[src/hw/pfim_pkg.sv]
// Purpose: Constants and types for the fault interrupt masking block
// Assumes: Registers reached through a simple internal write/read port
// Notes: Overview below lists the behaviour the block keeps
// Overview of operation
// Overcurrent mask bit 2 set keeps the interrupt line unchanged on regulator three overcurrent.
// Overcurrent mask bit 1 set keeps the line unchanged on regulator two overcurrent.
// Overcurrent mask bit 0 set keeps the line unchanged on regulator one overcurrent.
// Thermal and undervoltage mask register sits at offset 0x1E, resets to zero.
// Mask bit 7 set blocks thermal shutdown from the interrupt line.
// Mask bit 6 set blocks thermal warning from the interrupt line.
// Mask bit 5 set blocks system supply undervoltage lockout.
// Mask bit 4 set blocks input seven undervoltage lockout.
// Mask bit 3 set blocks input six undervoltage lockout.
// Mask bit 2 set blocks input five undervoltage lockout.
// Mask bit 1 set blocks shared input three-four undervoltage lockout.
// Mask bit 0 set blocks shared input one-two undervoltage lockout.
// Interrupt line low while any unmasked fault is pending, released otherwise.
package pfim_pkg;
	localparam logic [7:0] TUV_MASK_ADDR = 8'h1E;
	localparam logic [7:0] OC_MASK_ADDR = 8'h1D;
	localparam logic [7:0] PEND_ADDR_OC = 8'h1B;
	localparam logic [7:0] PEND_ADDR_TUV = 8'h1C;
	localparam logic [7:0] MASK_RESET = 8'h00;
	localparam int TSD_BIT = 7;
	localparam int TWARN_BIT = 6;
	localparam int VSYS_BIT = 5;
	localparam int IN7_BIT = 4;
	localparam int IN6_BIT = 3;
	localparam int IN5_BIT = 2;
	localparam int IN34_BIT = 1;
	localparam int IN12_BIT = 0;
	localparam int OC3_BIT = 2;
	localparam int OC2_BIT = 1;
	localparam int OC1_BIT = 0;
	typedef struct packed {
		logic [7:0] overcurrent;
		logic [7:0] thermal_uv;
	} pfim_evt_type;
	typedef struct packed {
		logic [7:0] overcurrent_irq_mask;
		logic [7:0] thermal_undervoltage_irq_mask;
		logic [7:0] pend_oc;
		logic [7:0] pend_tuv;
		logic [7:0] rdata;
		logic irq_n;
	} pfim_state_type;
endpackage

[src/hw/pfim_sync.sv]
// Purpose: Two flip-flop synchroniser for the fault event levels
// Assumes: Events arrive from analog comparators, asynchronous to sys_clk_i
// Notes: First stage is read only by the second
`timescale 1ns/100ps
module pfim_sync (
	// Clock and reset
	input wire logic sys_clk_i,
	input wire logic reset_i,
	// Events
	input wire pfim_pkg::pfim_evt_type async_i,
	output pfim_pkg::pfim_evt_type sync_o
);
	pfim_pkg::pfim_evt_type meta_q;
	pfim_pkg::pfim_evt_type sync_q;
	always_ff @(posedge sys_clk_i) begin
		if (reset_i) begin
			meta_q <= '0;
			sync_q <= '0;
		end else begin
			meta_q <= async_i;
			sync_q <= meta_q;
		end
	end
	assign sync_o = sync_q;
endmodule

[src/hw/pfim_top.sv]
// Purpose: Masks fault events onto one open-drain active-low interrupt line
// Assumes: Event inputs are levels; pending bits clear on write-one to pending registers
// Notes: Interrupt pin given as output plus enable; it is never driven high
`timescale 1ns/100ps
module pfim_top (
	// Clock and reset
	input wire logic sys_clk_i,
	input wire logic reset_i,
	// Fault events
	input wire pfim_pkg::pfim_evt_type fault_i,
	// Register port
	input wire logic reg_wr_i,
	input wire logic reg_rd_i,
	input wire logic [7:0] reg_addr_i,
	input wire logic [7:0] reg_wdata_i,
	output logic [7:0] reg_rdata_o,
	// Interrupt pin
	output logic irq_n_o,
	output logic irq_n_oe_o
);
	pfim_pkg::pfim_evt_type evt;
	pfim_pkg::pfim_state_type s_q;
	pfim_pkg::pfim_state_type s_d;
	logic any_unmasked;

	pfim_sync u_sync (
		.sys_clk_i(sys_clk_i),
		.reset_i(reset_i),
		.async_i(fault_i),
		.sync_o(evt)
	);

	function automatic logic [7:0] clr_set(input logic [7:0] pend, input logic [7:0] ev,
		input logic clr, input logic [7:0] w);
		// Set wins over a simultaneous clear
		clr_set = (pend & ~(clr ? w : 8'h00)) | ev;
	endfunction

	// Pending fault is visible on the line only while its mask bit is clear
	assign any_unmasked = |(s_q.pend_oc & ~s_q.overcurrent_irq_mask)
		| |(s_q.pend_tuv & ~s_q.thermal_undervoltage_irq_mask);

	// Next state: pending sets, write-one clears, mask writes and reads
	always_comb begin
		s_d = s_q;
		s_d.pend_oc = clr_set(s_q.pend_oc, evt.overcurrent,
			reg_wr_i && reg_addr_i == pfim_pkg::PEND_ADDR_OC, reg_wdata_i);
		s_d.pend_tuv = clr_set(s_q.pend_tuv, evt.thermal_uv,
			reg_wr_i && reg_addr_i == pfim_pkg::PEND_ADDR_TUV, reg_wdata_i);
		if (reg_wr_i && reg_addr_i == pfim_pkg::TUV_MASK_ADDR) begin
			s_d.thermal_undervoltage_irq_mask = reg_wdata_i;
		end
		if (reg_wr_i && reg_addr_i == pfim_pkg::OC_MASK_ADDR) begin
			s_d.overcurrent_irq_mask = reg_wdata_i;
		end
		if (reg_rd_i) begin
			case (reg_addr_i)
				pfim_pkg::TUV_MASK_ADDR: s_d.rdata = s_q.thermal_undervoltage_irq_mask;
				pfim_pkg::OC_MASK_ADDR: s_d.rdata = s_q.overcurrent_irq_mask;
				pfim_pkg::PEND_ADDR_OC: s_d.rdata = s_q.pend_oc;
				pfim_pkg::PEND_ADDR_TUV: s_d.rdata = s_q.pend_tuv;
				default: s_d.rdata = 8'h00;
			endcase
		end
		s_d.irq_n = ~any_unmasked;
	end

	// All state moves in one register stage
	always_ff @(posedge sys_clk_i) begin
		if (reset_i) begin
			s_q.overcurrent_irq_mask <= pfim_pkg::MASK_RESET;
			s_q.thermal_undervoltage_irq_mask <= pfim_pkg::MASK_RESET;
			s_q.pend_oc <= 8'h00;
			s_q.pend_tuv <= 8'h00;
			s_q.rdata <= 8'h00;
			s_q.irq_n <= 1'b1;
		end else begin
			s_q <= s_d;
		end
	end

	assign reg_rdata_o = s_q.rdata;
	assign irq_n_o = 1'b0;
	assign irq_n_oe_o = ~s_q.irq_n;

	// Per-source checks: open sources pull the line, masked ones leave it
	a_mask_reset: assert property (@(posedge sys_clk_i) reset_i |=>
		s_q.thermal_undervoltage_irq_mask == 8'h00)
		else $error("mask register not zero after reset");
	a_oc3_masked: assert property (@(posedge sys_clk_i) disable iff (reset_i)
		(s_q.pend_oc == 8'h04 && s_q.overcurrent_irq_mask[2] && s_q.pend_tuv == 8'h00) |=> !irq_n_oe_o)
		else $error("masked overcurrent three drove line");
	a_oc2_masked: assert property (@(posedge sys_clk_i) disable iff (reset_i)
		(s_q.pend_oc == 8'h02 && s_q.overcurrent_irq_mask[1] && s_q.pend_tuv == 8'h00) |=> !irq_n_oe_o)
		else $error("masked overcurrent two drove line");
	a_oc1_live: assert property (@(posedge sys_clk_i) disable iff (reset_i)
		(s_q.pend_oc[0] && !s_q.overcurrent_irq_mask[0]) |=> irq_n_oe_o)
		else $error("unmasked overcurrent one missed");
	a_tsd_masked: assert property (@(posedge sys_clk_i) disable iff (reset_i)
		(s_q.pend_tuv == 8'h80 && s_q.thermal_undervoltage_irq_mask[7] && s_q.pend_oc == 8'h00) |=> !irq_n_oe_o)
		else $error("masked shutdown drove line");
	a_twarn_live: assert property (@(posedge sys_clk_i) disable iff (reset_i)
		(s_q.pend_tuv[6] && !s_q.thermal_undervoltage_irq_mask[6]) |=> irq_n_oe_o)
		else $error("unmasked warning missed");
	a_vsys_live: assert property (@(posedge sys_clk_i) disable iff (reset_i)
		(s_q.pend_tuv[5] && !s_q.thermal_undervoltage_irq_mask[5]) |=> irq_n_oe_o)
		else $error("unmasked supply lockout missed");
	a_in7_masked: assert property (@(posedge sys_clk_i) disable iff (reset_i)
		(s_q.pend_tuv == 8'h10 && s_q.thermal_undervoltage_irq_mask[4] && s_q.pend_oc == 8'h00) |=> !irq_n_oe_o)
		else $error("masked input seven drove line");
	a_in6_live: assert property (@(posedge sys_clk_i) disable iff (reset_i)
		(s_q.pend_tuv[3] && !s_q.thermal_undervoltage_irq_mask[3]) |=> irq_n_oe_o)
		else $error("unmasked input six missed");
	a_in5_live: assert property (@(posedge sys_clk_i) disable iff (reset_i)
		(s_q.pend_tuv[2] && !s_q.thermal_undervoltage_irq_mask[2]) |=> irq_n_oe_o)
		else $error("unmasked input five missed");
	a_in34_live: assert property (@(posedge sys_clk_i) disable iff (reset_i)
		(s_q.pend_tuv[1] && !s_q.thermal_undervoltage_irq_mask[1]) |=> irq_n_oe_o)
		else $error("unmasked input three-four missed");
	a_in12_live: assert property (@(posedge sys_clk_i) disable iff (reset_i)
		(s_q.pend_tuv[0] && !s_q.thermal_undervoltage_irq_mask[0]) |=> irq_n_oe_o)
		else $error("unmasked input one-two missed");
	a_line_release: assert property (@(posedge sys_clk_i) disable iff (reset_i)
		((s_q.pend_oc & ~s_q.overcurrent_irq_mask) == 8'h00
		&& (s_q.pend_tuv & ~s_q.thermal_undervoltage_irq_mask) == 8'h00) |=> !irq_n_oe_o)
		else $error("line held with nothing pending");
	a_event_latch: assert property (@(posedge sys_clk_i) disable iff (reset_i)
		(fault_i.thermal_uv[7] && !s_q.thermal_undervoltage_irq_mask[7]) [*4] |=> irq_n_oe_o)
		else $error("shutdown did not reach line in time");
	a_event_latch_oc: assert property (@(posedge sys_clk_i) disable iff (reset_i)
		(fault_i.overcurrent[2] && !s_q.overcurrent_irq_mask[2]) [*4] |=> irq_n_oe_o)
		else $error("overcurrent three did not reach line in time");

	// Other case of each source: open where the group above is masked, masked where it is open
	a_oc3_live: assert property (@(posedge sys_clk_i) disable iff (reset_i)
		(s_q.pend_oc[2] && !s_q.overcurrent_irq_mask[2]) |=> irq_n_oe_o)
		else $error("unmasked overcurrent three missed");
	a_oc2_live: assert property (@(posedge sys_clk_i) disable iff (reset_i)
		(s_q.pend_oc[1] && !s_q.overcurrent_irq_mask[1]) |=> irq_n_oe_o)
		else $error("unmasked overcurrent two missed");
	a_oc1_masked: assert property (@(posedge sys_clk_i) disable iff (reset_i)
		(s_q.pend_oc == 8'h01 && s_q.overcurrent_irq_mask[0] && s_q.pend_tuv == 8'h00) |=> !irq_n_oe_o)
		else $error("masked overcurrent one drove line");
	a_tsd_live: assert property (@(posedge sys_clk_i) disable iff (reset_i)
		(s_q.pend_tuv[7] && !s_q.thermal_undervoltage_irq_mask[7]) |=> irq_n_oe_o)
		else $error("unmasked shutdown missed");
	a_twarn_masked: assert property (@(posedge sys_clk_i) disable iff (reset_i)
		(s_q.pend_tuv == 8'h40 && s_q.thermal_undervoltage_irq_mask[6] && s_q.pend_oc == 8'h00) |=> !irq_n_oe_o)
		else $error("masked warning drove line");
	a_vsys_masked: assert property (@(posedge sys_clk_i) disable iff (reset_i)
		(s_q.pend_tuv == 8'h20 && s_q.thermal_undervoltage_irq_mask[5] && s_q.pend_oc == 8'h00) |=> !irq_n_oe_o)
		else $error("masked supply lockout drove line");
	a_in7_live: assert property (@(posedge sys_clk_i) disable iff (reset_i)
		(s_q.pend_tuv[4] && !s_q.thermal_undervoltage_irq_mask[4]) |=> irq_n_oe_o)
		else $error("unmasked input seven missed");
	a_in6_masked: assert property (@(posedge sys_clk_i) disable iff (reset_i)
		(s_q.pend_tuv == 8'h08 && s_q.thermal_undervoltage_irq_mask[3] && s_q.pend_oc == 8'h00) |=> !irq_n_oe_o)
		else $error("masked input six drove line");
	a_in5_masked: assert property (@(posedge sys_clk_i) disable iff (reset_i)
		(s_q.pend_tuv == 8'h04 && s_q.thermal_undervoltage_irq_mask[2] && s_q.pend_oc == 8'h00) |=> !irq_n_oe_o)
		else $error("masked input five drove line");
	a_in34_masked: assert property (@(posedge sys_clk_i) disable iff (reset_i)
		(s_q.pend_tuv == 8'h02 && s_q.thermal_undervoltage_irq_mask[1] && s_q.pend_oc == 8'h00) |=> !irq_n_oe_o)
		else $error("masked input three-four drove line");
	a_in12_masked: assert property (@(posedge sys_clk_i) disable iff (reset_i)
		(s_q.pend_tuv == 8'h01 && s_q.thermal_undervoltage_irq_mask[0] && s_q.pend_oc == 8'h00) |=> !irq_n_oe_o)
		else $error("masked input one-two drove line");

	// Pending bits: reset, set wins over clear, clear when quiet
	a_pend_reset: assert property (@(posedge sys_clk_i) reset_i |=>
		s_q.pend_oc == 8'h00 && s_q.pend_tuv == 8'h00 && !irq_n_oe_o)
		else $error("pending or line not cleared by reset");
	a_set_wins_oc: assert property (@(posedge sys_clk_i) disable iff (reset_i)
		(evt.overcurrent != 8'h00) |=> (s_q.pend_oc & $past(evt.overcurrent)) == $past(evt.overcurrent))
		else $error("overcurrent event lost");
	a_set_wins_tuv: assert property (@(posedge sys_clk_i) disable iff (reset_i)
		(evt.thermal_uv != 8'h00) |=> (s_q.pend_tuv & $past(evt.thermal_uv)) == $past(evt.thermal_uv))
		else $error("thermal or undervoltage event lost");
	a_w1c_clear_oc: assert property (@(posedge sys_clk_i) disable iff (reset_i)
		(reg_wr_i && reg_addr_i == pfim_pkg::PEND_ADDR_OC && evt.overcurrent == 8'h00)
		|=> (s_q.pend_oc & $past(reg_wdata_i)) == 8'h00)
		else $error("overcurrent pending not cleared");
	a_w1c_clear_tuv: assert property (@(posedge sys_clk_i) disable iff (reset_i)
		(reg_wr_i && reg_addr_i == pfim_pkg::PEND_ADDR_TUV && evt.thermal_uv == 8'h00)
		|=> (s_q.pend_tuv & $past(reg_wdata_i)) == 8'h00)
		else $error("thermal or undervoltage pending not cleared");

	// Register port
	a_oc_mask_reset: assert property (@(posedge sys_clk_i) reset_i |=>
		s_q.overcurrent_irq_mask == pfim_pkg::MASK_RESET)
		else $error("overcurrent mask not cleared by reset");
	a_tuv_write: assert property (@(posedge sys_clk_i) disable iff (reset_i)
		(reg_wr_i && reg_addr_i == pfim_pkg::TUV_MASK_ADDR) |=> s_q.thermal_undervoltage_irq_mask == $past(reg_wdata_i))
		else $error("mask write lost");
	a_oc_write: assert property (@(posedge sys_clk_i) disable iff (reset_i)
		(reg_wr_i && reg_addr_i == pfim_pkg::OC_MASK_ADDR) |=> s_q.overcurrent_irq_mask == $past(reg_wdata_i))
		else $error("overcurrent mask write lost");
	a_mask_read: assert property (@(posedge sys_clk_i) disable iff (reset_i)
		(reg_rd_i && reg_addr_i == pfim_pkg::TUV_MASK_ADDR) |=> reg_rdata_o == $past(s_q.thermal_undervoltage_irq_mask))
		else $error("mask read wrong");
	a_oc_read: assert property (@(posedge sys_clk_i) disable iff (reset_i)
		(reg_rd_i && reg_addr_i == pfim_pkg::OC_MASK_ADDR) |=> reg_rdata_o == $past(s_q.overcurrent_irq_mask))
		else $error("overcurrent mask read wrong");
	a_pend_read_oc: assert property (@(posedge sys_clk_i) disable iff (reset_i)
		(reg_rd_i && reg_addr_i == pfim_pkg::PEND_ADDR_OC) |=> reg_rdata_o == $past(s_q.pend_oc))
		else $error("overcurrent pending read wrong");
	a_pend_read_tuv: assert property (@(posedge sys_clk_i) disable iff (reset_i)
		(reg_rd_i && reg_addr_i == pfim_pkg::PEND_ADDR_TUV) |=> reg_rdata_o == $past(s_q.pend_tuv))
		else $error("thermal or undervoltage pending read wrong");
	a_unmapped_read: assert property (@(posedge sys_clk_i) disable iff (reset_i)
		(reg_rd_i && reg_addr_i != pfim_pkg::TUV_MASK_ADDR && reg_addr_i != pfim_pkg::OC_MASK_ADDR
		&& reg_addr_i != pfim_pkg::PEND_ADDR_OC && reg_addr_i != pfim_pkg::PEND_ADDR_TUV) |=> reg_rdata_o == 8'h00)
		else $error("unmapped read not zero");
	a_rdata_hold: assert property (@(posedge sys_clk_i) disable iff (reset_i)
		(!reg_rd_i) |=> $stable(reg_rdata_o))
		else $error("read data changed without a read");

	c_irq_assert: cover property (@(posedge sys_clk_i) disable iff (reset_i) $rose(irq_n_oe_o));
	c_irq_release: cover property (@(posedge sys_clk_i) disable iff (reset_i) $fell(irq_n_oe_o));
	c_masked_pend: cover property (@(posedge sys_clk_i) disable iff (reset_i)
		(s_q.pend_tuv != 8'h00) && !irq_n_oe_o);
	c_set_wins: cover property (@(posedge sys_clk_i) disable iff (reset_i)
		reg_wr_i && reg_addr_i == pfim_pkg::PEND_ADDR_TUV && evt.thermal_uv != 8'h00);
	c_unmask_shows: cover property (@(posedge sys_clk_i) disable iff (reset_i)
		$fell(s_q.thermal_undervoltage_irq_mask[7]) && s_q.pend_tuv[7]);
endmodule

[config.mk]
export PLATFORM = sky130hd
export DESIGN_NAME = pfim_top
export DESIGN_NICKNAME = d
export VERILOG_FILES = /design/src/hw/pfim_pkg.sv /design/src/hw/pfim_sync.sv /design/src/hw/pfim_top.sv
export SDC_FILE = /design/constraint.sdc
export NUM_CORES = 1
export LEC_CHECK = 0
export BUFFER_PORTS_ARGS = -buffer_cell sky130_fd_sc_hd__clkbuf_2
export CORE_ASPECT_RATIO = 1.75
export CORE_MARGIN = 1.5
export CORE_UTILIZATION = 50
export CTS_CLUSTER_DIAMETER = 60
export CTS_CLUSTER_SIZE = 16
export DETAILED_ROUTE_END_ITERATION = 8
export PLACE_DENSITY_LB_ADDON = 0.08
export REMOVE_ABC_BUFFERS = 1
export SETUP_SLACK_MARGIN = 0.05
export SLEW_MARGIN = 0
export SYNTH_ARGS = -nofsm -noshare
export SYNTH_HDL_FRONTEND = slang
export SYNTH_SLANG_ARGS = --single-unit
[constraint.sdc]
create_clock -name sys_clk_i -period 1.2 [get_ports sys_clk_i]
set_input_delay 0.24 -clock sys_clk_i [delete_from_list [all_inputs] [get_ports sys_clk_i]]
set_output_delay 0.24 -clock sys_clk_i [all_outputs]
set_load 0.005 [all_outputs]
==> results by group, run 1 <==
Job
  • Max cap viols: 0

Power and ir drop
  • Leakage: approximately 1.6 nW
  • Worst vdd ir: roughly 870 uV
  • Pwr Total: roughly 4.6 mW
  • Pwr Density: roughly 1300 nW/um^2

Clock tree
  • Longest Clk Path Bufs: 2
  • Num CTS Buffers: 9
  • Clock transition at the registers of the reported paths: 0.07 ns
  • Htree depth: 3
  • Clock sinks: between 70 and 80
  • CTS tree: built
  • Root buffer cell: clkbuf_8
  • Post-cts hold buffer count: 0
  • Insertion delay to the later sink of the worst-skew pair: 0.34 ns

Routing
  • DRC viols: 0
  • Antenna-violating nets left: 0
  • Average wire per standard cell: roughly 13 um
  • Iter 0 DRT Violations: 83
  • DR vias/cell: a little under 5
  • Routed vias: between 2000 and 2500
  • DR pass1 iterations: 4
  • Total Wirelength: between 5000 and 6000 um

Placed design
  • Final GP Congestion: just over 0.8
  • Hpwl dp: just over 4000 um
  • Dpl cell area: about 3200 sq um
  • IO buf count: 44

Cells and area
  • P&R area growth vs syn: 20.36%
  • Diode count: 0
  • FILL cells: between 500 and 600
  • Fin area: 3468 sq um
  • Nets: 383
  • Ratio of cells with drive above 1 in the final layout: about a third
  • Final core occ: 62.10%

Yosys
  • Post-Syn Area: 2882 sq um
  • Mapped Cells: 292
  • Syn avg cell area: approximately 10 sq um
  • Number of library cell types mapped by synthesis: 33
  • Sequential element share of the synthesized area: 50.72%
  • Post-synth EDFFs: 0
  • Ys flop type: dfxtp_1
  • Yosys Warn Count: 0
  • Synthesized flop and latch total: between 70 and 80
  • FFs w/ async S/R, synth: 0%

Floorplan
  • Floorplan row count: 36
  • Die span in y: around 100 um
  • Core Region: 5585 sq um
  • Die W: just over 60 um
  • Initial Util: slightly above 50%
  • Total die area: 6245 sq um
  • I/O pin total: 46

Timing
  • Achievable frequency: ~880 MHz
  • RSZ-0062 raised after global routing: yes
  • Finish-stage setup viols: 0
  • Post-layout min period: around 1.1 ns
  • Hold Vio Cnt, Final: 0
  • Skew final: about 0.0075 ns
  • Final worst path period share: a little over nine tenths
  • Final Max Slew Viols: 0

Worst setup path
  • Critical Path AT: between 1 and 1.5 ns
  • CP Launch Type: register
  • CP Class: register to register
  • WP data required: around 1.4 ns
  • Critical Path Sink Type: register
  • CP max FO: 3

Global route
  • First-pass GRT wire length: 9190 um
  • Initial antenna violation count: 0
  • Number of global-route vias before repair: 1933
  • Largest net degree at the start of global routing: between 50 and 60
  • GRT Util Overall: about a fifth
  • GRT overflow: 0

Hold path
  • Worst min-delay path class: primary input to register

Run status
  • Run status: finished clean
[kinds of logic after synthesis]
| family | after synthesis | synth area share, % |
|---|---|---|
| compound gates | 41 | 11.03 |
| buf+inv | 48 | 8.988 |
| mux | 24 | 8.684 |
| flops | 73 | 50.72 |
| other cells | 1 | 0.1301 |
| simple gates | 105 | 20.45 |
[where the power goes]
| group | switching, mW | leakage [nW] | internal [mW] | total [mW] |
|---|---|---|---|---|
| sequential | 0.0378 | 0.601 | 2.51 | 2.54 |
| clock | 0.847 | 0.0891 | 0.799 | 1.65 |
| combinational | 0.191 | 0.914 | 0.189 | 0.380 |
| total | 1.08 | 1.60 | 3.49 | 4.57 |
[final cells by class]
cell class / instances / area (sq um) / area share [%]
Timing Repair Buffer: 70 / 427.9 / 12.34
Tap cell: 76 / 95.09 / 2.742
Sequential cell: 73 / 1470 / 42.39
Multi-Input combinational cell: 171 / 1220 / 35.17
Clock inverter: 5 / 31.28 / 0.9019
Clock buffer: 11 / 141.4 / 4.076
Inverter: 22 / 82.58 / 2.381
[worst max-delay path, cell delays in order (launching register included)]
cell	delay (ns)
dfxtp_1	0.33
mux2_2	0.26
a32oi_1	0.16
nand2_1	0.10
a22o_1	0.18
[worst paths after layout]
check,from,endpoint,slack [ns],depth (start not counted)
worst min register to register,u_sync.meta_q[2],u_sync.sync_o[2],0.44,1
worst max-delay path,s_q[16],reg_rdata_o[7],0.06,4
worst min-delay path,fault_i[12],u_sync.meta_q[12],0.10,2
worst max register to register,s_q[16],reg_rdata_o[7],0.06,4
[per-stage QoR]
| stage | cells | hold WS, ns | setup TNS (ns) | setup WS (ns) |
|---|---|---|---|---|
| 2_1_floorplan | 266 | 0.3116 | -27.71 | -0.9316 |
| 3_3_place_gp | 411 | 0.4160 | -9.037 | -0.2827 |
| 3_5_place_dp | 411 | 0.4226 | -10.20 | -0.3363 |
| 4_1_cts | 427 | 0.08046 | 0 | 0.06441 |
| 5_1_grt | 428 | 0.09124 | 0 | 0.004201 |
| 6_report | 428 | 0.1000 | 0 | 0.06065 |
[placed cells by master (no fill, tap or decap), types with 2 or more instances in the layout]
cell type | synthesis | layout
a21oi_1 | 8 | 8
a221oi_1 | 2 | 2
a22o_1 | 8 | 8
a311oi_1 | 8 | 2
a311oi_2 | 0 | 6
a32oi_1 | 8 | 8
and3b_1 | 2 | 2
buf_4 | 10 | 25
clkbuf_2 | 0 | 44
clkbuf_8 | 0 | 10
clkinv_2 | 0 | 3
dfxtp_1 | 73 | 66
dfxtp_2 | 0 | 7
inv_1 | 22 | 22
mux2_2 | 8 | 7
mux2i_1 | 16 | 16
nand2_1 | 16 | 16
nand2b_1 | 3 | 3
nand4_1 | 8 | 8
nor2_1 | 34 | 34
nor2b_1 | 33 | 33
o22ai_1 | 4 | 3
[layer usage]
layer | GRT usage, % | routed length, um
met5 | 0 | 0
met4 | 9.231 | 90
met3 | 6.468 | 248
met2 | 33.95 | 2871
met1 | 24.40 | 2544
[state kept, by name (all words and copies together), names as in the netlist]
register	count
reg_rdata_o	8
s_q	33
u_sync.meta_q	16
u_sync.sync_o	16
[what timing repair did]
item | 4_1_cts | 5_1_grt
gates resized for setup | 4 | 15
pin swaps | 0 | 10
cloned | 0 | 0
buffers inserted | 0 | 1
setup endpoints to repair | 11 | 20
[cell usage after synthesis (all sizes together), types with 2 or more instances]
cell type	count	area, sq um
nand2b	3	18.77
o22ai	4	25.02
and3b	2	17.52
a311oi	8	70.07
mux2	8	90.09
buf	18	146.4
a221oi	2	17.52
nand2	16	60.06
dfxtp	73	1461
nand4	8	50.05
clkbuf	8	30.03
a32oi	8	70.07
mux2i	16	160.2
a22o	8	70.07
nor2b	33	206.5
a21oi	8	40.04
nor2	35	133.9
inv	22	82.58
No activity file was read; power rests on OpenSTA's default activity.
==> run 2: changes to the inputs <==
--- a/config.mk
+++ b/config.mk
@@ -8,7 +8,7 @@
 export BUFFER_PORTS_ARGS = -buffer_cell sky130_fd_sc_hd__clkbuf_2
 export CORE_ASPECT_RATIO = 1.75
 export CORE_MARGIN = 1.5
-export CORE_UTILIZATION = 50
+export CORE_UTILIZATION = 55
 export CTS_CLUSTER_DIAMETER = 60
 export CTS_CLUSTER_SIZE = 16
 export DETAILED_ROUTE_END_ITERATION = 8
==> constraint.sdc (replaced) <==
create_clock -name sys_clk_i -period 1.4 [get_ports sys_clk_i]
set_input_delay 0.28 -clock sys_clk_i [delete_from_list [all_inputs] [get_ports sys_clk_i]]
set_output_delay 0.28 -clock sys_clk_i [all_outputs]
set_load 0.005 [all_outputs]
==> results by group, run 2 (same netlist as run 1, synthesis figures left out) <==
Floorplan
  • Die span in y: between 90 and 100 um
  • Core Region: 5020 sq um
  • Floorplan row count: 34
  • Initial Util: 57.40%
  • I/O pin total: 46
  • Die W: slightly below 60 um
  • Total die area: between 5000 and 6000 sq um

Global route
  • GRT overflow: 0
  • Initial antenna violation count: 0
  • GRT Util Overall: around 22%
  • Largest net degree at the start of global routing: 43
  • First-pass GRT wire length: approximately 9600 um
  • Number of global-route vias before repair: between 2000 and 2500

Placed design
  • Placed insts: ~380
  • Final GP Congestion: a little under 0.9
  • IO buf count: between 40 and 50
  • Hpwl dp: about 4200 um

Timing
  • Achievable frequency: 823.1 MHz
  • Fin Setup TNS: 0 ns
  • Final worst path period share: roughly 87%
  • Rel. slew slack: 66.20%
  • RSZ-0062 raised after global routing: no
  • Finish-stage setup viols: 0
  • Skew final: between 0.004 and 0.005 ns
  • Worst Max-Slew Pin Slew: roughly 0.51 ns
  • Hold Vio Cnt, Final: 0
  • Post-layout min period: between 1 and 1.5 ns
  • Final Max Slew Viols: 0

Routing
  • DRC viols: 6
  • Antenna-violating nets left: 0
  • DR vias/cell: about 5.4
  • Routed vias: 2156
  • DR pass1 iterations: 7
  • Average wire per standard cell: about 14 um
  • Total Wirelength: 5749 um
  • Iter 0 DRT Violations: 88

Cells and area
  • FILL cells: between 400 and 500
  • Max reg flops: 33
  • P&R area growth vs syn: 16.41%
  • Final Instance Count excl. Fillers: 398
  • Biggest register: s_q
  • Ratio of cells with drive above 1 in the final layout: 26.45%
  • Nets: 375
  • Most frequent cells in the layout: 73 x dfxtp_1, 44 x clkbuf_2, 34 x nor2_1, 33 x nor2b_1, 22 x inv_1
  • Diode count: 0
  • Area occupied by multi-input gates: roughly 1200 sq um
  • Final core occ: between 60% and 70%
  • Sequential cell area: roughly 1500 sq um
  • Commonest non-fill, non-tap cell in the layout: dfxtp_1

Power and ir drop
  • Pwr Total: between 4 and 5 mW
  • Pwr Density: 1215 nW/um^2
  • Leakage: 1.557 nW
  • Worst vdd ir: between 800 and 900 uV

Worst setup path
  • Crit path largest cell delay: about 0.32 ns
  • CP Class: primary input to register
  • WP data required: about 1.6 ns
  • Critical Path Start: reg_addr_i[5]
  • Slowest cell on crit path: nor3b_2
  • Buf+Inv Stages, Crit Path: 2
  • Critical Path Sink Type: register
  • Critical path's top delay family: simple AND/OR/NAND/NOR gates
  • Critical register-to-register path startpoint: s_q[15]
  • CP Launch Type: primary input
  • CP Cell Sequence: clkbuf_2, nor3b_2, buf_4, nand4b_4, mux2i_1, nor2_1
  • Critical Path AT: ~1.4 ns
  • CP max FO: 8

Clock tree
  • Insertion delay to the later sink of the worst-skew pair: ~0.34 ns
  • Clock transition at the registers of the reported paths: approximately 0.07 ns
  • Root buffer cell: clkbuf_8
  • Clock sinks: 73
  • Longest Clk Path Bufs: 2
  • Setup Buffers After CTS: 0
  • Post-CTS Resized: 0
  • Num CTS Buffers: 9
  • CTS tree: built
  • Htree depth: 3
  • Post-cts hold buffer count: 0

Hold path
  • Worst min-delay path class: primary input to register
  • Hold_sp: fault_i[14]

Job
  • Max cap viols: 0

Run status
  • Violated checks: design-rule violations
  • Run status: finished with violations
-- run 2: cell count changes in the layout (fill, tap and decap cells not counted), sizes merged --
| cell | before | now |
|---|---|---|
| buf | 26 | 18 |
| clkinv | 4 | 2 |
| bufinv | 0 | 1 |
| clkinvlp | 1 | 2 |
-- run 2: report_power, final --
part | switching [mW] | total (mW) | internal (mW)
registers | 0.0334 | 2.18 | 2.15
logic | 0.155 | 0.305 | 0.150
clock network | 0.725 | 1.59 | 0.865
-- run 2: area by class of cell --
type / instances / share of cell area, %
Inverter: 22 / 2.462
Clock inverter: 5 / 1.641
Tap cell: 54 / 2.014
Clock buffer: 11 / 4.215
Sequential cell: 73 / 43.57
Multi-Input combinational cell: 171 / 34.76
Timing Repair Buffer: 62 / 11.34
-- run 2: path summary, 6_finish.rpt --
check	to	slack (ns)	depth (start not counted)
max reg2reg	reg_rdata_o[6]	0.25	4
min reg2reg	u_sync.sync_o[15]	0.44	1
min	u_sync.meta_q[14]	0.15	2
max	s_q[35]	0.19	6
-- run 2: layer usage --
layer,GRT usage [%],up-vias,routed length (um)
met4,11.81,0,198
met5,0,-,0
met1,26.23,997,2379
met3,6.037,16,312
met2,36.36,69,2859
li1,-,1074,-
-- run 2: through the flow --
step | setup WS (ns) | hold WS, ns | instance area [sq um]
3_5_place_dp | -0.1838 | 0.4231 | 3158
5_1_grt | 0.1019 | 0.1318 | 3354
3_3_place_gp | -0.1560 | 0.4153 | 3158
6_report | 0.1851 | 0.1456 | 3354
2_1_floorplan | -0.7716 | 0.3516 | 2705
4_1_cts | 0.1795 | 0.1291 | 3354
